--- src/rtl/aac_pkg.sv ---
// Shared constants for the converter control block: offsets, fields, resets and timing.
// -----------------------------------------------------------------------------
// Contract
// RULE_01: With resolution choice clear, the full 10-bit sample is summed or stored.
// RULE_02: With resolution choice set, the two lowest sample bits are dropped first.
// RULE_03: In continuous mode a trigger write starts the first conversion, then each restarts.
// RULE_04: Each finished conversion sets the result ready flag.
// RULE_05: Bit 0 of the main control register enables the converter.
// RULE_06: Bit 7 of the main control register lets the converter run in standby.
// RULE_07: Accumulate count code 0 means none, 1 to 6 mean 2 to 64 samples, 7 is reserved.
// RULE_08: A nonzero accumulate count sums that many samples into one result.
// RULE_09: The sampling capacitor bit picks full (0) or reduced (1) capacitance.
// RULE_10: The reference field picks internal (0) or supply (1); other codes are reserved.
// RULE_11: The clock divider code divides the peripheral clock by 2 up to 256.
// RULE_12: Writing 1 to the trigger bit starts a conversion; it reads 1 while busy.
// RULE_13: The window mode compares the 16-bit result with the low and high thresholds.
// RULE_14: The window match flag clears on a write of 1 or on a read of the result.
// RULE_15: Reserved bits and addresses ignore writes and read as zero.
// RULE_16: 16-bit registers place bits 7:0 low and bits 15:8 at the next offset.
// -----------------------------------------------------------------------------
package aac_pkg;

  // Register indexes; the bus byte address is four times the index.
  localparam logic [4:0] IDX_MAIN = 5'h00;
  localparam logic [4:0] IDX_ACC = 5'h01;
  localparam logic [4:0] IDX_REFPRE = 5'h02;
  localparam logic [4:0] IDX_TIMING = 5'h03;
  localparam logic [4:0] IDX_WINMODE = 5'h04;
  localparam logic [4:0] IDX_SAMPLEN = 5'h05;
  localparam logic [4:0] IDX_CHAN = 5'h06;
  localparam logic [4:0] IDX_CMD = 5'h08;
  localparam logic [4:0] IDX_TRIG = 5'h09;
  localparam logic [4:0] IDX_IRQEN = 5'h0a;
  localparam logic [4:0] IDX_FLAGS = 5'h0b;
  localparam logic [4:0] IDX_HALT = 5'h0c;
  localparam logic [4:0] IDX_SCRATCH = 5'h0d;
  localparam logic [4:0] IDX_RES_LO = 5'h10;
  localparam logic [4:0] IDX_RES_HI = 5'h11;
  localparam logic [4:0] IDX_WLT_LO = 5'h12;
  localparam logic [4:0] IDX_WLT_HI = 5'h13;
  localparam logic [4:0] IDX_WHT_LO = 5'h14;
  localparam logic [4:0] IDX_WHT_HI = 5'h15;
  localparam logic [4:0] IDX_TRIM = 5'h16;
  localparam int NUM_IDX = 24;

  // Field positions.
  localparam int MAIN_ENABLE = 0;
  localparam int MAIN_CONT = 1;
  localparam int MAIN_RES8 = 2;
  localparam int MAIN_STBY = 7;
  localparam int REFPRE_CAP = 6;
  localparam int REFPRE_REF_LSB = 4;
  localparam int FLAG_RDY = 0;
  localparam int FLAG_WIN = 1;

  // Writable bits per stored register; all other bits are reserved.
  localparam logic [7:0] MASK_MAIN = 8'h87;
  localparam logic [7:0] MASK_LOW3 = 8'h07;
  localparam logic [7:0] MASK_REFPRE = 8'h77;
  localparam logic [7:0] MASK_FULL = 8'hff;
  localparam logic [7:0] MASK_LOW5 = 8'h1f;
  localparam logic [7:0] MASK_BIT0 = 8'h01;
  localparam logic [7:0] MASK_LOW2 = 8'h03;
  localparam logic [7:0] RESET_BYTE = 8'h00;

  // Accumulate and window codes.
  localparam logic [2:0] ACC_RESERVED = 3'h7;
  localparam logic [2:0] WIN_BELOW = 3'h1;
  localparam logic [2:0] WIN_ABOVE = 3'h2;
  localparam logic [2:0] WIN_INSIDE = 3'h3;
  localparam logic [2:0] WIN_OUTSIDE = 3'h4;

  // Converter clock cycles spent on one sample, sampling plus approximation.
  localparam int CONV_TICKS = 13;

  // Conversion sequencer states.
  typedef enum logic [1:0] {
    ST_IDLE = 2'b01,
    ST_CONV = 2'b10
  } aac_state_t;

endpackage

--- src/rtl/aac_ctl_if.sv ---
// Interface that carries divider and window comparator signals inside the block.
`timescale 1ns/1ps
`default_nettype none
interface aac_ctl_if;
  logic run;
  logic [2:0] div_code;
  logic tick;
  logic [2:0] win_mode;
  logic [15:0] value;
  logic [15:0] low;
  logic [15:0] high;
  logic match;
  modport core (output run, div_code, win_mode, value, low, high, input tick, match);
  modport div (input run, div_code, output tick);
  modport cmp (input win_mode, value, low, high, output match);
endinterface
`default_nettype wire

--- src/rtl/aac_divider.sv ---
// Converter clock divider that yields a one-cycle tick per converter clock period.
`timescale 1ns/1ps
`default_nettype none
module aac_divider (
  input wire logic sys_clk_i,
  input wire logic srst_i,
  aac_ctl_if.div ctl
);
  logic [7:0] cnt_q;
  logic [7:0] last;

  // Code n divides by 2 to the power n+1, so code 7 gives 256 (see RULE_11).
  // The shift amount is widened first; a 3-bit sum would wrap code 7 back to divide by 1.
  assign last = 8'(({1'b0, 8'h01} << (4'(ctl.div_code) + 4'h1)) - 9'h001);
  assign ctl.tick = ctl.run && (cnt_q == last);

  // The count restarts whenever the converter stops, so the first tick is a full period late.
  always_ff @(posedge sys_clk_i) begin
    if (srst_i || !ctl.run || cnt_q >= last) begin
      cnt_q <= 8'h00;
    end else begin
      cnt_q <= cnt_q + 8'h01;
    end
  end
endmodule
`default_nettype wire

--- src/rtl/aac_top.sv ---
// Converter control block: register file, conversion sequencer, accumulator and flags.
//
// The implementer's own choice: register access over Avalon-MM.
`timescale 1ns/1ps
`default_nettype none
module aac_top #(
  parameter int CONV_TICKS_P = aac_pkg::CONV_TICKS
) (
  input wire logic sys_clk_i,
  input wire logic srst_i,
  // Avalon-MM slave, byte address, register data in the low byte.
  input wire logic [6:0] avs_address_i,
  input wire logic avs_read_i,
  input wire logic avs_write_i,
  input wire logic [31:0] avs_writedata_i,
  input wire logic [3:0] avs_byteenable_i,
  output logic [31:0] avs_readdata_o,
  output logic avs_waitrequest_o,
  // Chip state and trigger event.
  input wire logic standby_i,
  input wire logic halted_i,
  input wire logic event_i,
  // Analog front end.
  input wire logic [9:0] sample_data_i,
  output logic sample_take_o,
  output logic conv_active_o,
  output logic sampling_cap_o,
  output logic [1:0] reference_o,
  output logic [4:0] channel_o,
  output logic [7:0] timing_o,
  output logic [4:0] sample_len_o,
  output logic duty_trim_o,
  // Result ready event and interrupt.
  output logic result_event_o,
  output logic irq_o
);
  import aac_pkg::*;

  // ---------------------------------------------------------------------------
  // Elaboration checks
  // ---------------------------------------------------------------------------
  if (CONV_TICKS_P < 1 || CONV_TICKS_P > 255) begin : g_bad_ticks
    $error("CONV_TICKS_P must lie between 1 and 255.");
  end

  // ---------------------------------------------------------------------------
  // Declarations
  // ---------------------------------------------------------------------------
  aac_ctl_if ctl ();

  logic [7:0] reg_q [NUM_IDX];
  logic wait_q;
  logic [31:0] rdata_q;
  logic [4:0] idx;
  logic mapped;
  logic req;
  logic wr_take;
  logic rd_take;
  logic [7:0] wbyte;
  logic [7:0] rbyte;
  logic [7:0] main_r;
  logic [7:0] acc_r;
  logic [7:0] refpre_r;
  logic enable;
  logic run;
  logic start_sw;
  logic start_ev;
  logic ev_q;
  aac_state_t state_q;
  logic [7:0] tick_cnt_q;
  logic [6:0] samp_cnt_q;
  logic [6:0] samp_goal;
  logic [15:0] acc_q;
  logic [15:0] sample_ext;
  logic [15:0] sum;
  logic sample_now;
  logic last_sample;
  logic done;
  logic [15:0] result_q;
  logic [1:0] flags_q;
  logic [1:0] flag_set;
  logic [1:0] flag_clr;
  logic res_read;
  logic [7:0] ticks_last;

  // ---------------------------------------------------------------------------
  // Bus decode
  // ---------------------------------------------------------------------------
  // Byte addresses not on a word boundary, or beyond the map, are unmapped.
  assign idx = avs_address_i[6:2];
  assign mapped = (avs_address_i[1:0] == 2'b00) && (32'(idx) < NUM_IDX);
  assign req = avs_read_i || avs_write_i;

  // A request is answered on the second edge: the first edge loads read data and
  // drops waitrequest, the second edge is where the master sees it low and where
  // writes and read side effects act.
  assign wr_take = avs_write_i && !wait_q && avs_byteenable_i[0];
  assign rd_take = avs_read_i && !wait_q;
  assign wbyte = avs_writedata_i[7:0];

  // Waitrequest is low for exactly one cycle per request.
  always_ff @(posedge sys_clk_i) begin
    if (srst_i) begin
      wait_q <= 1'b1;
    end else begin
      wait_q <= !(req && wait_q);
    end
  end

  // Read data is captured one edge ahead so it stands at the taking edge.
  always_ff @(posedge sys_clk_i) begin
    if (srst_i) begin
      rdata_q <= 32'h0000_0000;
    end else if (avs_read_i && wait_q) begin
      rdata_q <= {24'h00_0000, rbyte};
    end
  end

  assign avs_waitrequest_o = wait_q;
  assign avs_readdata_o = rdata_q;

  // ---------------------------------------------------------------------------
  // Read multiplexer
  // ---------------------------------------------------------------------------
  // Live state is shown for the trigger, flags and result; others read stored bytes.
  always_comb begin
    rbyte = 8'h00; // Unmapped and reserved read as zero (see RULE_15).
    if (mapped) begin
      case (idx)
        IDX_CMD: rbyte = {7'h00, state_q == ST_CONV}; // see RULE_12
        IDX_FLAGS: rbyte = {6'h00, flags_q};
        IDX_RES_LO: rbyte = result_q[7:0]; // see RULE_16
        IDX_RES_HI: rbyte = result_q[15:8]; // see RULE_16
        default: rbyte = reg_q[idx];
      endcase
    end
  end

  // ---------------------------------------------------------------------------
  // Stored registers
  // ---------------------------------------------------------------------------
  // Writable bits of each stored byte; zero marks a reserved bit or address, or a register read live.
  function automatic logic [7:0] wmask(input logic [4:0] i);
    case (i)
      IDX_MAIN: wmask = MASK_MAIN;
      IDX_ACC: wmask = MASK_LOW3;
      IDX_REFPRE: wmask = MASK_REFPRE;
      IDX_TIMING: wmask = MASK_FULL;
      IDX_WINMODE: wmask = MASK_LOW3;
      IDX_SAMPLEN: wmask = MASK_LOW5;
      IDX_CHAN: wmask = MASK_LOW5;
      IDX_TRIG: wmask = MASK_BIT0;
      IDX_IRQEN: wmask = MASK_LOW2;
      IDX_HALT: wmask = MASK_BIT0;
      IDX_SCRATCH: wmask = MASK_FULL;
      IDX_WLT_LO: wmask = MASK_FULL;
      IDX_WLT_HI: wmask = MASK_FULL;
      IDX_WHT_LO: wmask = MASK_FULL;
      IDX_WHT_HI: wmask = MASK_FULL;
      IDX_TRIM: wmask = MASK_BIT0;
      default: wmask = 8'h00;
    endcase
  endfunction

  // One byte per index, masked so reserved bits never change (see RULE_15).
  for (genvar g = 0; g < NUM_IDX; g++) begin : g_reg
    always_ff @(posedge sys_clk_i) begin
      if (srst_i) begin
        reg_q[g] <= RESET_BYTE;
      end else if (wr_take && mapped && idx == 5'(g)) begin
        reg_q[g] <= wbyte & wmask(5'(g));
      end
    end
  end

  assign main_r = reg_q[IDX_MAIN];
  assign acc_r = reg_q[IDX_ACC];
  assign refpre_r = reg_q[IDX_REFPRE];

  // ---------------------------------------------------------------------------
  // Run control
  // ---------------------------------------------------------------------------
  // Enable gates the sequencer and divider; standby and halt stop the divider unless allowed.
  assign enable = main_r[MAIN_ENABLE]; // see RULE_05
  assign run = enable && (!standby_i || main_r[MAIN_STBY]) // see RULE_06
               && (!halted_i || reg_q[IDX_HALT][0]);

  assign start_sw = wr_take && mapped && idx == IDX_CMD && wbyte[0]; // see RULE_12
  assign start_ev = reg_q[IDX_TRIG][0] && event_i && !ev_q;

  // Event input is taken on its rising edge only.
  always_ff @(posedge sys_clk_i) begin
    if (srst_i) begin
      ev_q <= 1'b0;
    end else begin
      ev_q <= event_i;
    end
  end

  assign ctl.run = run && state_q == ST_CONV;
  assign ctl.div_code = refpre_r[2:0]; // see RULE_11

  aac_divider u_div (
    .sys_clk_i(sys_clk_i),
    .srst_i(srst_i),
    .ctl(ctl)
  );

  // ---------------------------------------------------------------------------
  // Sample counting
  // ---------------------------------------------------------------------------
  // Reserved count 7 is served as no accumulation (see RULE_07).
  assign samp_goal = (acc_r[2:0] == ACC_RESERVED) ? 7'h01 : 7'(8'h01 << acc_r[2:0]);
  assign ticks_last = 8'(CONV_TICKS_P - 1);
  assign sample_now = ctl.tick && tick_cnt_q == ticks_last;
  assign last_sample = samp_cnt_q == 7'(samp_goal - 7'h01);
  assign done = sample_now && last_sample;

  // Truncated samples lose their two lowest bits (see RULE_01) (see RULE_02).
  assign sample_ext = main_r[MAIN_RES8] ? {8'h00, sample_data_i[9:2]}
                                        : {6'h00, sample_data_i};
  assign sum = acc_q + sample_ext; // 64 full samples fit in 16 bits.

  // Converter clock ticks within one sample.
  always_ff @(posedge sys_clk_i) begin
    if (srst_i || state_q != ST_CONV) begin
      tick_cnt_q <= 8'h00;
    end else if (sample_now) begin
      tick_cnt_q <= 8'h00;
    end else if (ctl.tick) begin
      tick_cnt_q <= tick_cnt_q + 8'h01;
    end
  end

  // Samples taken so far and their running sum (see RULE_08).
  always_ff @(posedge sys_clk_i) begin
    if (srst_i || state_q != ST_CONV || done) begin
      samp_cnt_q <= 7'h00;
      acc_q <= 16'h0000;
    end else if (sample_now) begin
      samp_cnt_q <= samp_cnt_q + 7'h01;
      acc_q <= sum;
    end
  end

  // ---------------------------------------------------------------------------
  // Sequencer
  // ---------------------------------------------------------------------------
  // Continuous mode restarts at once; disabling aborts without a result.
  always_ff @(posedge sys_clk_i) begin
    if (srst_i || !enable) begin
      state_q <= ST_IDLE;
    end else begin
      case (state_q)
        ST_IDLE: begin
          if (start_sw || start_ev) begin
            state_q <= ST_CONV; // see RULE_12
          end
        end
        ST_CONV: begin
          if (done && !main_r[MAIN_CONT]) begin
            state_q <= ST_IDLE; // see RULE_03
          end
        end
        default: state_q <= ST_IDLE;
      endcase
    end
  end

  // The finished sum becomes the visible result.
  always_ff @(posedge sys_clk_i) begin
    if (srst_i) begin
      result_q <= 16'h0000;
    end else if (done) begin
      result_q <= sum;
    end
  end

  // ---------------------------------------------------------------------------
  // Window comparator
  // ---------------------------------------------------------------------------
  assign ctl.win_mode = reg_q[IDX_WINMODE][2:0];
  assign ctl.value = sum;
  assign ctl.low = {reg_q[IDX_WLT_HI], reg_q[IDX_WLT_LO]}; // see RULE_16
  assign ctl.high = {reg_q[IDX_WHT_HI], reg_q[IDX_WHT_LO]}; // see RULE_16

  // Compared only on the last sample, so an accumulation flags once (see RULE_13).
  aac_window u_win (
    .ctl(ctl)
  );

  // ---------------------------------------------------------------------------
  // Flags and interrupt
  // ---------------------------------------------------------------------------
  assign res_read = rd_take && mapped && (idx == IDX_RES_LO || idx == IDX_RES_HI);
  assign flag_set = {done && ctl.match, done}; // see RULE_04

  // Flags clear on a read of themselves, on writing 1, and the result read clears
  // both; a new event in the same cycle wins over any clear (see RULE_14).
  always_comb begin
    flag_clr = 2'b00;
    if (mapped && idx == IDX_FLAGS) begin
      if (rd_take) begin
        flag_clr = 2'b11;
      end
      if (wr_take) begin
        flag_clr = flag_clr | wbyte[1:0];
      end
    end
    if (res_read) begin
      flag_clr = 2'b11;
    end
  end

  always_ff @(posedge sys_clk_i) begin
    if (srst_i) begin
      flags_q <= 2'b00;
    end else begin
      flags_q <= (flags_q & ~flag_clr) | flag_set;
    end
  end

  // Interrupt is a level held while any unmasked flag stands.
  always_ff @(posedge sys_clk_i) begin
    if (srst_i) begin
      irq_o <= 1'b0;
    end else begin
      irq_o <= |(((flags_q & ~flag_clr) | flag_set) & reg_q[IDX_IRQEN][1:0]);
    end
  end

  // Result event is a one-cycle pulse per finished conversion.
  always_ff @(posedge sys_clk_i) begin
    if (srst_i) begin
      result_event_o <= 1'b0;
    end else begin
      result_event_o <= done;
    end
  end

  // ---------------------------------------------------------------------------
  // Front-end outputs
  // ---------------------------------------------------------------------------
  // Registered copies keep glitches off the analog controls.
  always_ff @(posedge sys_clk_i) begin
    if (srst_i) begin
      sample_take_o <= 1'b0;
      conv_active_o <= 1'b0;
      sampling_cap_o <= 1'b0;
      reference_o <= 2'b00;
      channel_o <= 5'h00;
      timing_o <= 8'h00;
      sample_len_o <= 5'h00;
      duty_trim_o <= 1'b0;
    end else begin
      sample_take_o <= sample_now;
      conv_active_o <= state_q == ST_CONV;
      sampling_cap_o <= refpre_r[REFPRE_CAP]; // see RULE_09
      reference_o <= refpre_r[REFPRE_REF_LSB +: 2]; // see RULE_10
      channel_o <= reg_q[IDX_CHAN][4:0];
      timing_o <= reg_q[IDX_TIMING];
      sample_len_o <= reg_q[IDX_SAMPLEN][4:0];
      duty_trim_o <= reg_q[IDX_TRIM][0];
    end
  end

endmodule
`default_nettype wire

--- src/rtl/aac_window.sv ---
// Window comparator on the finished 16-bit result.
`timescale 1ns/1ps
`default_nettype none
module aac_window (
  aac_ctl_if.cmp ctl
);
  import aac_pkg::*;

  // Reserved and zero codes never match (see RULE_13).
  always_comb begin
    case (ctl.win_mode)
      WIN_BELOW: ctl.match = ctl.value < ctl.low;
      WIN_ABOVE: ctl.match = ctl.value > ctl.high;
      WIN_INSIDE: ctl.match = (ctl.value > ctl.low) && (ctl.value < ctl.high);
      WIN_OUTSIDE: ctl.match = (ctl.value < ctl.low) || (ctl.value > ctl.high);
      default: ctl.match = 1'b0;
    endcase
  end
endmodule
`default_nettype wire

--- config.mk ---
export PLATFORM = sky130hd
export DESIGN_NAME = aac_top
export DESIGN_NICKNAME = d
export VERILOG_FILES = /design/src/rtl/aac_pkg.sv /design/src/rtl/aac_ctl_if.sv /design/src/rtl/aac_divider.sv /design/src/rtl/aac_top.sv /design/src/rtl/aac_window.sv
export SDC_FILE = /design/constraint.sdc
export NUM_CORES = 1
export LEC_CHECK = 0
export BUFFER_PORTS_ARGS = -buffer_cell sky130_fd_sc_hd__buf_4
export CAP_MARGIN = 20
export CORE_MARGIN = 2
export CORE_UTILIZATION = 45
export CTS_CLUSTER_DIAMETER = 100
export DETAILED_ROUTE_END_ITERATION = 8
export SLEW_MARGIN = 20
export SYNTH_ARGS = -nofsm -noshare
export SYNTH_HDL_FRONTEND = slang
export SYNTH_SLANG_ARGS = --single-unit
--- constraint.sdc ---
create_clock -name sys_clk_i -period 5.7 [get_ports sys_clk_i]
set_clock_uncertainty 0.2 [all_clocks]
set_input_delay 0.57 -clock sys_clk_i [delete_from_list [all_inputs] [get_ports sys_clk_i]]
set_output_delay 0.57 -clock sys_clk_i [all_outputs]
set_load 0.02 [all_outputs]
======== Yosys cells after proc, flatten, opt, wreduce, memory -nomap -nowiden ========
Memory sizes are Yosys's and may differ from the RTL's. A register that Yosys moved wholly into a read port is not among the register bits.
Cells that the tools add are included.
operators by class
  add/subtract/negate cells ............... 7
  $lt $le $gt $ge ......................... 6
  shift-type cells ........................ 2
  equality and inequality tests ........... 36
  reduce and logical (&&, ||, !) cells .... 70
  mux-type cells .......................... 111
  bitwise operators ....................... 29
operator list
  operator                                                             number
  8-bit 2-to-1 mux                                                     25
  1-bit 2-to-1 mux                                                     74
  1-bit logical AND                                                    46
  5-bit by 4-bit == test with 1-bit output (second input constant)     8
  5-bit == test (second input constant)                                8
  16-bit > comparator                                                  2
  16-bit less-than comparator                                          2
  8-bit case mux with 4 select lines                                   1
  1-bit bitwise OR                                                     24
  5-bit by 3-bit == test with 1-bit output (second input constant)     4
  16-bit by 10-bit adder with 16-bit output                            1
  8-bit by 1-bit adder with 8-bit output (second input constant)       2
  2-bit 2-to-1 mux                                                     7
  1-bit logical OR                                                     11
  5-bit by 2-bit == test with 1-bit output (second input constant)     2
  10-bit 2-to-1 mux                                                    1
  8-bit by 4-bit == test with 1-bit output (second input constant)     1
  8-bit == test                                                        1
  8-bit >= comparator                                                  1
  1-bit logical NOT                                                    8
  1-bit by 4-bit left shift with 8-bit output (first input constant)   1
  8-bit by 1-bit subtractor with 8-bit output (second input constant)  1
  7-bit by 1-bit adder with 7-bit output (second input constant)       1
  7-bit == test                                                        1
  22 further kinds                                                     28
word-level totals
  word-level logic and storage cells ...... 278
  memories ................................ 1
  input bits .............................. 60
  output and inout port bits .............. 59
  RAM bits ................................ 192
  register bits after elaboration ......... 76
memory list
  name   words  width  read ports  clocked after memory_dff  wr ports  RTL line       RTL
  reg_q  24     8      16          4                         24        aac_top.sv:51  logic [7:0] reg_q [NUM_IDX];

======== Longest topological paths before layout ========
  depth in word-level cells ............... 13
  gate-level depth with buffers ........... 18
  mapped depth without buffers ............ 17

======== Cells and area by module ========
Synthesis repeated with hierarchy kept, for this count alone.
second synthesis, totals
  cells, all modules ...................... 1010
  area total of the unflattened synthesis .. 9838.2 um2
by module, submodules not included
  module       times used  area an instance (um2)  cells each
  aac_top      1           8329.2                  816
  aac_window   1           865.8                   118
  aac_divider  1           643.1                   76

======== Worst setup path before layout ========
No wires, ideal clock.
  path type ............................... register -> register
  start point ............................. memory reg_q[0][2]
  end point ............................... register irq_o
  cell stages (with the launch flop) ...... 18
  required time ........................... 5.407 ns
  setup slack ............................. 1.145 ns
  clock period less this slack ............ 4.555 ns
  buffers on the path ..................... 1
  arrival ................................. 4.262 ns
  cells stage by stage .................... edfxtp_1 > clkbuf_1 > mux2_2 > ha_1 > fa_1 > a21oi_1 > o2111ai_1 > a41oi_1 > nor2_1 > xnor2_1 > ha_1 > nand4_1 > nor2_1 > a211o_1 > a211oi_1 > mux2i_1 > o211ai_4 > o311ai_2
RTL lines
  what                    RTL line        RTL
  start: declaration      aac_top.sv:51
  end signal: assignment  aac_top.sv:328  irq_o <= |(((flags_q & ~flag_clr) | flag_set) & reg_q[IDX_IRQEN][1:0]);
  end: declaration        aac_top.sv:35   output logic irq_o

==> impl_metrics.yaml <==
outcome:
  status: "complete, no violations"
worst_setup_path:
  cp.required_ns: 5.84
  crit_path_max_fanout: 11
  crit_path_end_kind: "register"
  arrival_ns: 5.37
  crit_chain: "mux2_2, ha_1, a211oi_1, o21a_1, o21ai_0, a41oi_1, nor2_1, xnor2_1, inv_1, ha_1, nand4_1, nor4_1, a21boi_0, o31ai_1, mux2i_1, o211ai_4, o311ai_2"
  path_common_cell: "ha_1"
  startpoint_type: "register"
  slowest_stage: "edfxtp_1"
  critical_path_class: "reg -> reg"
  slowest_delay_ns: 0.65
power_and_ir_drop:
  internal_power_uw: 2000
  leakagePower_uw: 0.00431
  pwr-share-clk: 0.417
  p_comb_frac: 0.096
  peakVddDrop_mv: 0.191
  switchingPower_uw: 761
  swShare: 0.275
  p_per_area_nw_per_um2: 251
  p_total_uw: 2760
  seqPwrFrac: 0.487
timing:
  finalCriticalPeriod_ns: 5.23
  max_freq_mhz: 191
  setup_viol: 0
  rsz0062_at_grt: "false"
  tightest_slew_ns: 1.15
  tns_ns: 0
  fin_ws_ns: 0.475
  max_slew_margin: 0.228
  timing.final.crit_share: 0.917
  slew_viol_final: 0
  hold_viol_final: 0
yosys:
  seq_area_frac_synth: 0.436
  yosysWarnings: 0
  synth_edf_count: 79
  synth_cells: 1041
  synth.area.top_cells: "edfxtp_1, dfxtp_1, ha_1"
  syn_avg_cell_area_um2: 9.43
  ys.flop_type: "dfxtp_1"
  yosysMostFrequentCell: "nor2_1"
  synth_common_cells: "nor2_1, dfxtp_1, nand2_1"
  synth_top_area_frac: 0.242
  ys_ff_latch: 174
  synthArstFlopShare: 0
  yosysUniqueCellTypes: 69
  yosys.area.top_type: "edfxtp_1"
  syn_area_um2: 9810
cts:
  cts_made_buffers: 17
  clkSinkCount: 174
  clk_latency_ns: 0.44
  clockRootBuffer: "clkbuf_16"
  clk_pin_slew_ns: 0.07
  cts_resized: 0
  cts.htree.levels: 4
  cts_hold_buf: 0
  cts_setup_buffers: 0
  cts_buffer_depth: 2
  cts_tree: "done"
global_routing:
  grt_antenna_before_repair: 0
  grt.total_usage: 0.224
  grt_first_pass_wirelength_mm: 39.0
  grt_overflow: 0
  grt_pass1_vias: 7066
  grt_max_degree: 62
final_layout:
  drive_above_1_share: 0.126
  final_area_um2: 11000
  diodes: 0
  nets: 1211
  syn2layout_area_growth_pct: 12.3
placement:
  dp_hpwl_mm: 18.4
  dp_slack_ns: 0.520
  placed_area_um2: 10500
  gp_congestion: 0.909
  portBuffers: 67
floorplanning:
  core_area_um2: 21600
  ios: 119
  initial_utilization: 0.454
  fp.dieH_um: 152
  die_w_um: 152
  rows: 54
  die-area_um2: 23000
routing:
  detail_route.wl_per_cell_um: 18.0
  ant_nets: 0
  vias: 7574
  first_iter_violations: 467
  postRouteWirelength_mm: 25.0
  drc: 0
  vias_per_cell: 5.47
  first_pass_iters: 6
flow_run:
  cap_viol_max_count: 0
min_path:
  min_path_type: "in -> reg"
worst max-delay path, delay by kind of cell, from the launching register on:
kind / cells / cell delay, ns
simple gates: 3 / 0.73
xor+xnor: 1 / 0.25
compound gates: 8 / 1.90
mux: 2 / 0.66
flops: 1 / 0.65
fa+ha+maj: 2 / 0.60
buf+inv: 1 / 0.13
cell type report:
class	instances	area [um2]
inverters	53	199
clock inverters	15	140
flip-flops and latches	174	4270
well taps	280	350
clock buffers	17	425
repair buffers	76	571
fillers	2036	10600
multi-input cells	770	5060
layout by cell type (no fill, tap or decap), drive strengths merged, types with 13 or more instances in the layout:
master	instances
ha	58
nand4	13
a21oi	69
nor2b	33
and2	59
nand2	83
xnor2	22
clkbuf	17
conb	24
edfxtp	79
nor3	25
inv	62
dfxtp	95
mux2i	35
buf	76
o21ai	45
nor2	107
or3	16
nand3	22
xor2	19
worst paths after layout:
path	slack, ns	from	cells after the start	to
setup / recovery	0.47	reg_q[0][2]	17	irq_o
hold / removal	0.14	avs_write_i	2	avs_waitrequest_o
setup reg to reg	0.47	reg_q[0][2]	17	irq_o
hold reg to reg	0.25	avs_readdata_o[7]	2	avs_readdata_o[7]
per-layer routing:
metal  routed length (um)  vias up  global-route usage
met5                    0        -                   0
met4                  577        0              0.0690
met3                 1220       32              0.0395
met2                11400      175               0.351
met1                11800     3609               0.315
li1                     -     3758                   -
state kept, by name, summed over array words and instances, names as in the netlist, 2 cells and up:
signal	cells
acc_q	16
result_q	16
sample_len_o	5
reg_q	79
state_q	2
reference_o	2
channel_o	5
samp_cnt_q	7
flags_q	2
u_div.cnt_q	8
timing_o	8
tick_cnt_q	8
avs_readdata_o	8
cells by family (layout without fill, tap and decap cells):
family / count (synthesis) / in the layout / synth area share
simple gates: 405 / 405 / 0.212
compound gates: 192 / 192 / 0.127
flops: 174 / 174 / 0.436
buf+inv: 120 / 161 / 0.0578
fa+ha+maj: 59 / 59 / 0.0760
mux: 49 / 49 / 0.0552
xor+xnor: 41 / 41 / 0.0366
other cells: 1 / 24 / 0.000382
power groups by stage:
stage / Sequential, uW / Clock [uW] / Combinational (uW)
floorplan: 1370 / 0 / 181
global placement: 1380 / 0 / 261
detailed placement: 1380 / 0 / 263
CTS: 1350 / 1170 / 265
global route: 1350 / 1220 / 292
finish: 1350 / 1150 / 266
stage by stage:
step | cells | hold slack [ns] | utilization
final | 1385 | 0.143 | 0.510
after global routing | 1385 | 0.152 | 0.510
after CTS | 1385 | 0.130 | 0.510
after detailed placement | 1353 | 0.247 | 0.483
after global placement | 1353 | 0.247 | 0.483
after floorplan | 1064 | 0.232 | -
(Power assumes the default switching activity.)
